<file path="config.mk">
export PLATFORM = sky130hd
export DESIGN_NAME = ana_regs
export DESIGN_NICKNAME = d
export VERILOG_FILES = /design/src/hdl/ana_pkg.sv /design/src/hdl/ana_page_capture.sv /design/src/hdl/ana_regs.sv
export VERILOG_INCLUDE_DIRS = /design/src /design/src/hdl
export SDC_FILE = /design/constraint.sdc
export NUM_CORES = 1
export LEC_CHECK = 0
export BUFFER_PORTS_ARGS = -buffer_cell sky130_fd_sc_hd__buf_2
export CAP_MARGIN = 15
export CORE_ASPECT_RATIO = 1.4
export CORE_MARGIN = 2
export CORE_UTILIZATION = 45
export DETAILED_ROUTE_END_ITERATION = 10
export PLACE_DENSITY = 0.73
export SETUP_SLACK_MARGIN = 0.4
export SLEW_MARGIN = 20
export SYNTH_ARGS = -nofsm -noshare
export SYNTH_HDL_FRONTEND = slang
export SYNTH_SLANG_ARGS = --single-unit
</file>
<file path="constraint.sdc">
create_clock -name clk -period 2.05 [get_ports clk]
set_input_delay 0.3075 -clock clk [delete_from_list [all_inputs] [get_ports clk]]
set_output_delay 0.3075 -clock clk [all_outputs]
set_load 0.05 [all_outputs]
</file>
<file path="src/hdl/ana_params.svh">
`ifndef ANA_PARAMS_SVH
`define ANA_PARAMS_SVH

// ************************************************************
// Register indices; byte address is four times the index.
// ************************************************************
`define ANA_IDX_CTRL    6'h00
`define ANA_IDX_ADV     6'h04
`define ANA_IDX_LP      6'h05
`define ANA_IDX_GIG     6'h09
`define ANA_IDX_PSC     6'h10
`define ANA_IDX_STAT    6'h11

// ************************************************************
// Control register bit positions, and the PSC power-down bit.
// ************************************************************
`define ANA_CTRL_SWRST  15
`define ANA_CTRL_SPDLSB 13
`define ANA_CTRL_ANEN   12
`define ANA_CTRL_PDN    11
`define ANA_CTRL_RESTRT 9
`define ANA_CTRL_DUPLEX 8
`define ANA_CTRL_SPDMSB 6
`define ANA_PSC_PDN     2

// ************************************************************
// Field positions and reset values.
// ************************************************************
`define ANA_ADV_10M_HI  6
`define ANA_ADV_10M_LO  5
`define ANA_SEL_HI      4
`define ANA_GIG_FD      9
`define ANA_GIG_HD      8
`define ANA_CTRL_RST    16'h1100
`define ANA_ADV10_RST   2'h3
`define ANA_SEL_RST     5'h01
`define ANA_GIG_RST     2'h3
`define ANA_LP_RST      16'h0000

`endif

</file>
<file path="src/hdl/ana_pkg.sv">
package ana_pkg;

    // Bus slave states, one-hot.
    typedef enum logic [1:0] {
        ANA_IDLE = 2'b01,
        ANA_ACK  = 2'b10
    } ana_state_e;

    // Partner page capture state.
    typedef struct packed {
        logic [15:0] page;
    } ana_cap_s;

    // State of the register bank, apart from the partner page.
    typedef struct packed {
        ana_state_e  st;
        logic        ack;
        logic [31:0] dat;
        logic [15:0] ctrl;
        logic        pdn2;
        logic [1:0]  gig;
        logic [1:0]  pend;
        logic [1:0]  app;
        logic [4:0]  sel;
        logic        lnk_s1;
        logic        lnk_s2;
        logic        lnk_d;
        logic [15:0] adv;
        logic        fd;
        logic        hd;
        logic        run;
        logic        rstrt;
        logic        swrst;
    } ana_regs_s;

endpackage

</file>
<file path="src/hdl/ana_page_capture.sv">
`timescale 1ns/1ps
`include "ana_params.svh"

module ana_page_capture (
    input  wire logic        clk,
    input  wire logic        rst,
    input  wire logic        clr,
    input  wire logic [15:0] rx_page_i,
    input  wire logic        rx_page_valid_i,
    output logic      [15:0] page_o
);

    ana_pkg::ana_cap_s s_r;
    ana_pkg::ana_cap_s s_nxt;

    // A whole code word is taken in one edge, so a read never sees a mix.
    // A load in the same cycle as a clear wins, so no page is lost.
    always_comb begin
        s_nxt = s_r;
        if (rx_page_valid_i) begin
            s_nxt.page = rx_page_i;
        end else if (clr) begin
            s_nxt.page = `ANA_LP_RST;
        end
    end

    always_ff @(posedge clk) begin
        if (rst) begin
            s_r.page <= `ANA_LP_RST;
        end else begin
            s_r <= s_nxt;
        end
    end

    assign page_o = s_r.page;
endmodule

</file>
<file path="src/hdl/ana_regs.sv">
// Decided for this implementation: the Wishbone register port.
`timescale 1ns/1ps
`include "ana_params.svh"

module ana_regs (
    input  wire logic        clk,
    input  wire logic        rst,
    input  wire logic        wb_cyc_i,
    input  wire logic        wb_stb_i,
    input  wire logic        wb_we_i,
    input  wire logic [7:0]  wb_adr_i,
    input  wire logic [3:0]  wb_sel_i,
    input  wire logic [31:0] wb_dat_i,
    output logic      [31:0] wb_dat_o,
    output logic             wb_ack_o,
    input  wire logic        link_up_pin,
    input  wire logic [15:0] rx_page_i,
    input  wire logic        rx_page_valid_i,
    output logic      [15:0] adv_word_o,
    output logic             adv_1000_fd_o,
    output logic             adv_1000_hd_o,
    output logic             an_run_o,
    output logic             an_restart_o
);

    ana_pkg::ana_regs_s s_r;
    ana_pkg::ana_regs_s s_nxt;
    logic [15:0]        lp_page;
    logic [5:0]         idx;
    logic               req;
    logic               wr;
    logic [15:0]        wv;
    logic               upd;
    logic               forced;

    // ************************************************************
    // Helpers
    // ************************************************************

    // Byte-lane merge for the 16-bit registers in the low word.
    function automatic logic [15:0] merge(input logic [15:0] old,
                                          input logic [31:0] d,
                                          input logic [3:0]  sel);
        logic [15:0] r;
        r = old;
        if (sel[0]) begin
            r[7:0] = d[7:0];
        end
        if (sel[1]) begin
            r[15:8] = d[15:8];
        end
        return r;
    endfunction

    // Forced 1000: AN bit off, speed select reads one-zero.
    function automatic logic is_forced(input logic [15:0] c);
        return !c[`ANA_CTRL_ANEN] && c[`ANA_CTRL_SPDMSB] &&
               !c[`ANA_CTRL_SPDLSB];
    endfunction

    // ************************************************************
    // Partner page
    // ************************************************************

    // The received word is only ever written by the capture module.
    ana_page_capture u_cap (
        .clk             (clk),
        .rst             (rst),
        .clr             (s_r.swrst),
        .rx_page_i       (rx_page_i),
        .rx_page_valid_i (rx_page_valid_i),
        .page_o          (lp_page)
    );

    // ************************************************************
    // Next state
    // ************************************************************

    // Bus decode; writes land at the edge where the master sees ack.
    assign idx    = wb_adr_i[7:2];
    assign req    = wb_cyc_i && wb_stb_i;
    assign wr     = req && wb_we_i && (s_r.st == ana_pkg::ANA_ACK);
    assign forced = is_forced(s_r.ctrl);

    always_comb begin
        s_nxt       = s_r;
        s_nxt.swrst = 1'b0;
        s_nxt.rstrt = 1'b0;
        wv          = 16'h0000;
        upd         = 1'b0;
        // Two-stage synchroniser, then a delayed copy for the edge.
        s_nxt.lnk_s1 = link_up_pin;
        s_nxt.lnk_s2 = s_r.lnk_s1;
        s_nxt.lnk_d  = s_r.lnk_s2;
        if (s_r.lnk_d && !s_r.lnk_s2) begin
            upd = 1'b1;
        end
        // Bus slave: answer one cycle after the request, drop next cycle.
        case (s_r.st)
            ana_pkg::ANA_IDLE: begin
                s_nxt.ack = 1'b0;
                if (req) begin
                    s_nxt.st  = ana_pkg::ANA_ACK;
                    s_nxt.ack = 1'b1;
                    s_nxt.dat = 32'h0000_0000;
                    case (idx)
                        `ANA_IDX_CTRL: s_nxt.dat[15:0] = s_r.ctrl;
                        `ANA_IDX_ADV: begin
                            s_nxt.dat[6:5] = s_r.pend;
                            s_nxt.dat[4:0] = s_r.sel;
                        end
                        `ANA_IDX_LP:   s_nxt.dat[15:0] = lp_page;
                        `ANA_IDX_GIG:  s_nxt.dat[9:8] = s_r.gig;
                        `ANA_IDX_PSC:  s_nxt.dat[2] = s_r.pdn2;
                        `ANA_IDX_STAT: begin
                            s_nxt.dat[0]   = s_r.lnk_s2;
                            s_nxt.dat[1]   = s_r.run;
                            s_nxt.dat[3:2] = s_r.app;
                        end
                        default: s_nxt.dat = 32'h0000_0000;
                    endcase
                end
            end
            ana_pkg::ANA_ACK: begin
                s_nxt.st  = ana_pkg::ANA_IDLE;
                s_nxt.ack = 1'b0;
            end
            default: begin
                s_nxt.st  = ana_pkg::ANA_IDLE;
                s_nxt.ack = 1'b0;
            end
        endcase
        // Register writes; unmapped indices, the partner word and the status word ignore them.
        if (wr) begin
            case (idx)
                `ANA_IDX_CTRL: begin
                    wv = merge(s_r.ctrl, wb_dat_i, wb_sel_i);
                    if (wv[`ANA_CTRL_SWRST] || wv[`ANA_CTRL_RESTRT]) begin
                        upd = 1'b1;
                    end
                    if (s_r.ctrl[`ANA_CTRL_PDN] && !wv[`ANA_CTRL_PDN]) begin
                        upd = 1'b1;
                    end
                    s_nxt.swrst = wv[`ANA_CTRL_SWRST];
                    // Reset and restart self-clear, so they read back zero.
                    wv[`ANA_CTRL_SWRST]  = 1'b0;
                    wv[`ANA_CTRL_RESTRT] = 1'b0;
                    s_nxt.ctrl = wv;
                end
                `ANA_IDX_ADV: begin
                    wv = merge({9'h000, s_r.pend, s_r.sel}, wb_dat_i,
                               wb_sel_i);
                    // Held pending; the applied copy is not touched here.
                    s_nxt.pend = wv[`ANA_ADV_10M_HI:`ANA_ADV_10M_LO];
                    s_nxt.sel  = wv[`ANA_SEL_HI:0];
                end
                `ANA_IDX_GIG: begin
                    wv = merge({6'h00, s_r.gig, 8'h00}, wb_dat_i, wb_sel_i);
                    s_nxt.gig = wv[`ANA_GIG_FD:`ANA_GIG_HD];
                end
                `ANA_IDX_PSC: begin
                    wv = merge({13'h0000, s_r.pdn2, 2'h0}, wb_dat_i,
                               wb_sel_i);
                    if (s_r.pdn2 && !wv[`ANA_PSC_PDN]) begin
                        upd = 1'b1;
                    end
                    s_nxt.pdn2 = wv[`ANA_PSC_PDN];
                end
                default: begin
                    wv = 16'h0000;
                end
            endcase
        end
        // Apply pending advertisement; the selector is not part of it.
        if (upd) begin
            s_nxt.app   = s_nxt.pend;
            s_nxt.rstrt = 1'b1;
        end
        // Forced 1000 keeps negotiation alive with one gigabit mode.
        s_nxt.run = s_r.ctrl[`ANA_CTRL_ANEN] || forced;
        if (forced) begin
            s_nxt.adv = {11'h000, s_r.sel};
            s_nxt.fd  = s_r.ctrl[`ANA_CTRL_DUPLEX];
            s_nxt.hd  = !s_r.ctrl[`ANA_CTRL_DUPLEX];
        end else begin
            s_nxt.adv = {9'h000, s_r.app, s_r.sel};
            s_nxt.fd  = s_r.gig[1];
            s_nxt.hd  = s_r.gig[0];
        end
    end

    // ************************************************************
    // State register
    // ************************************************************

    // Hardware reset only; software reset leaves the selector alone.
    always_ff @(posedge clk) begin
        if (rst) begin
            s_r.st     <= ana_pkg::ANA_IDLE;
            s_r.ack    <= 1'b0;
            s_r.dat    <= 32'h0000_0000;
            s_r.ctrl   <= `ANA_CTRL_RST;
            s_r.pdn2   <= 1'b0;
            s_r.gig    <= `ANA_GIG_RST;
            s_r.pend   <= `ANA_ADV10_RST;
            s_r.app    <= `ANA_ADV10_RST;
            s_r.sel    <= `ANA_SEL_RST;
            s_r.lnk_s1 <= 1'b0;
            s_r.lnk_s2 <= 1'b0;
            s_r.lnk_d  <= 1'b0;
            s_r.adv    <= 16'h0000;
            s_r.fd     <= 1'b0;
            s_r.hd     <= 1'b0;
            s_r.run    <= 1'b0;
            s_r.rstrt  <= 1'b0;
            s_r.swrst  <= 1'b0;
        end else begin
            s_r <= s_nxt;
        end
    end

    assign wb_dat_o      = s_r.dat;
    assign wb_ack_o      = s_r.ack;
    assign adv_word_o    = s_r.adv;
    assign adv_1000_fd_o = s_r.fd;
    assign adv_1000_hd_o = s_r.hd;
    assign an_run_o      = s_r.run;
    assign an_restart_o  = s_r.rstrt;
endmodule

</file>
==> flow_summary.ini <==
[die]
core_region_area_um2 = 7315
die_x_um = 77.32
die_area_um2 = 8246
fp-row-count = 37
start_util_pct = 46.31
fp.dieH_um = 106.7
pin_count = 120

[detailed_routing]
num_vias = 2687
wl_per_cell_um = 13.77
drc = 0
drt-total-wl_mm = 7.351
first_pass_iters = 4
drt_iter0_drc = 147
viasPerCell = 5.032
ant_nets = 0

[timing]
setup_violations = 0
hold_violations = 0
min_period_ns = 1.538
tightest_slew_ns = 0.6290
slew_headroom_pct = 57.94
skew_ns = 0.006839
fin_worst_hold_slack_ns = 0.1686
finalCritPeriodShare_pct = 75.04
rsz0062_at_grt = no
final_max_slew_viol_count = 0
max_clock_freq_mhz = 650.0
tns_ns = 0

[worst_setup_path]
crit_required_ns = 2.33
endpoint_kind = flip-flop
start_kind = flip-flop
crit_type = flip-flop to flip-flop
path_max_fanout = 7
critical_path_arrival_ns = 1.82

[cells_and_area]
drive_gt1_share_pct = 27.23
final_nets = 500
area_growth_pct = 14.96
fillCellCount = 703
fin_area_um2 = 3894
n_antenna_cell = 0

[grt]
met1_usage_pct = 22.43
grt_pass1_wl_mm = 11.52
grt_pass1_vias = 2376
busiest_layer = met2
met2_usage_pct = 28.94
antenna_found_initial = 0
grt_overflow_total = 0
grt_use_met3_pct = 4.966
grtUsageTotal_pct = 17.93
grt_max_degree = 33

[yosys]
ys_types = 39
synth.cell_area_um2 = 3387
syn_area_per_cell_um2 = 8.960
yosys.area_share.simple_pct = 21.61
synth_top_family_by_area = simple AND/OR/NAND/NOR gates
ys_seq_elements = 76
synth_ff_type = dfxtp_1
async_flop_share_pct = 0
ys_seq_area_share_pct = 44.92
synthAdderAreaFrac_pct = 0
synth_compound_area_share_pct = 10.79
yosys_warnings = 0
synth_edf_count = 0
synth.area.mux_share_pct = 8.164
synth_xor_area_share_pct = 0
synth_cells = 378

[job]
drv_cap = 0

[clock_network]
clk_path_buf_depth = 2
h-tree-depth = 3
clk_pin_slew_worst_paths_ns = 0.07
cts.sink_count = 76
root_buffer = clkbuf_8
cts_hold_buf = 0
cts_inserted_buffers = 9
cts_tree = yes
clk_latency_ns = 0.35

[run_status]
status = complete, no violations

[pwr]
power.total_mw = 3.132
combPwrFrac_pct = 12.6
p_switching_mw = 0.8359
p_clk_share_pct = 38.4
intPower_mw = 2.297
p_per_area_nw_per_um2 = 804.5
peakVddDrop_v = 0.0003778
swShare_pct = 26.68
leakage_nw = 1.670
p_seq_share_pct = 49.0

[placed_design]
hpwl_mm = 5.401
port_buffers = 74
place_area_um2 = 3649
gp_congestion = 0.8342

[hold_path]
holdCritPathClass = primary input to flip-flop
[synthesized netlist by cell type, types with 2 or more instances]
| library cell | instances | share of area (%) |
|---|---|---|
| a211o_1 | 5 | 1.3 |
| a211oi_1 | 4 | 0.89 |
| a21oi_1 | 23 | 3.4 |
| a221o_1 | 3 | 0.89 |
| a221oi_1 | 9 | 2.3 |
| a22oi_1 | 3 | 0.66 |
| a2bb2oi_1 | 3 | 0.78 |
| and2_1 | 3 | 0.55 |
| buf_1 | 2 | 0.22 |
| buf_2 | 3 | 0.44 |
| buf_4 | 48 | 11 |
| clkbuf_1 | 18 | 2.0 |
| dfxtp_1 | 76 | 45 |
| inv_1 | 10 | 1.1 |
| mux2_1 | 2 | 0.66 |
| mux2_2 | 3 | 1.0 |
| mux2i_1 | 22 | 6.5 |
| nand2_1 | 7 | 0.78 |
| nand3_1 | 3 | 0.44 |
| nand4_1 | 2 | 0.37 |
| nor2_1 | 69 | 7.6 |
| nor2b_1 | 11 | 2.0 |
| nor3_1 | 13 | 1.9 |
| nor3b_1 | 19 | 4.2 |
| nor4_1 | 3 | 0.55 |
[sequential cells by signal, indices dropped and copies added (netlist names)]
signal / count
an_restart_o: 1
s_r: 30
adv_1000_hd_o: 1
adv_word_o: 7
adv_1000_fd_o: 1
u_cap.page_o: 16
wb_dat_o: 16
wb_ack_o: 1
s_nxt: 2
an_run_o: 1
[metrics by stage]
step                      std cells  util (%)  setup slack [ns]
after global routing            534     53.23            0.4290
final                           534     53.23            0.5116
after floorplan                 402         -            0.2474
after CTS                       531     52.69            0.4133
after detailed placement        516     49.88            0.1699
after global placement          516     49.88            0.2051
[layout by cell type, fill, tap and decap left out, drive strengths merged, types with 2 or more instances in the layout]
| cell | n |
|---|---|
| clkinv | 2 |
| nor2 | 69 |
| a2bb2oi | 3 |
| mux2 | 5 |
| bufinv | 2 |
| nand2 | 7 |
| a22oi | 3 |
| nor3 | 14 |
| nor2b | 11 |
| a221o | 3 |
| a221oi | 9 |
| inv | 10 |
| nand4 | 2 |
| nor3b | 19 |
| and2 | 3 |
| dfxtp | 76 |
| buf | 91 |
| or3b | 2 |
| nand3 | 3 |
| a211oi | 4 |
| a21oi | 23 |
| conb | 25 |
| a211o | 5 |
| nor4 | 4 |
| clkbuf | 10 |
| mux2i | 22 |
[layer usage]
metal | share of wire [%] | vias to the layer above
met3 | 5.7 | 13
met5 | 0 | -
li1 | - | 1329
met2 | 48 | 90
met4 | 2.0 | 0
met1 | 44 | 1255
[worst max-delay path, cell delays in order (launching register included)]
cell	delay, ns
dfxtp_1	0.35
nor2b_2	0.14
nand4_1	0.07
buf_4	0.17
nor2b_1	0.14
buf_6	0.16
mux2_4	0.31
mux2i_1	0.12
[area by class of cell]
type	instances	area (um2)	area share, %
repair buffers	91	514.2	13.21
clock buffers	10	127.6	3.278
inverters	10	37.54	0.9640
well taps	97	121.4	3.117
clock inverters	5	77.57	1.992
flip-flops and latches	76	1521	39.07
multi-input cells	245	1494	38.37
[cells by family after synthesis]
| kind of cell | after synthesis |
|---|---|
| AOI/OAI and AO/OA | 52 |
| buffers and inverters | 81 |
| DFF | 76 |
| muxes | 27 |
| other | 1 |
| and+or+nand+nor | 141 |
[power by group through the flow]
stage	combinational (mW)	sequential, mW	clock (mW)
after floorplan	0.331	1.58	0
after global routing	0.422	1.54	1.29
after detailed placement	0.392	1.57	0
after global placement	0.387	1.57	0
final	0.393	1.54	1.20
after CTS	0.393	1.54	1.23
[what timing repair did]
item | in CTS | in global routing
resized for setup | 0 | 4
buffers inserted | 0 | 3
endpoints found under the setup margin | 0 | 6
[path summary, 6_finish.rpt]
check	cells past startpoint	slack, ns	endpoint	from
worst min-delay path	2	0.17	s_nxt[22]	link_up_pin
worst max-delay path	7	0.51	s_r[30]	s_r[86]
worst min register to register	1	0.45	s_nxt[21]	s_nxt[22]
worst max register to register	7	0.51	s_r[30]	s_r[86]
Note: power is estimated with default switching activity, not from simulation.
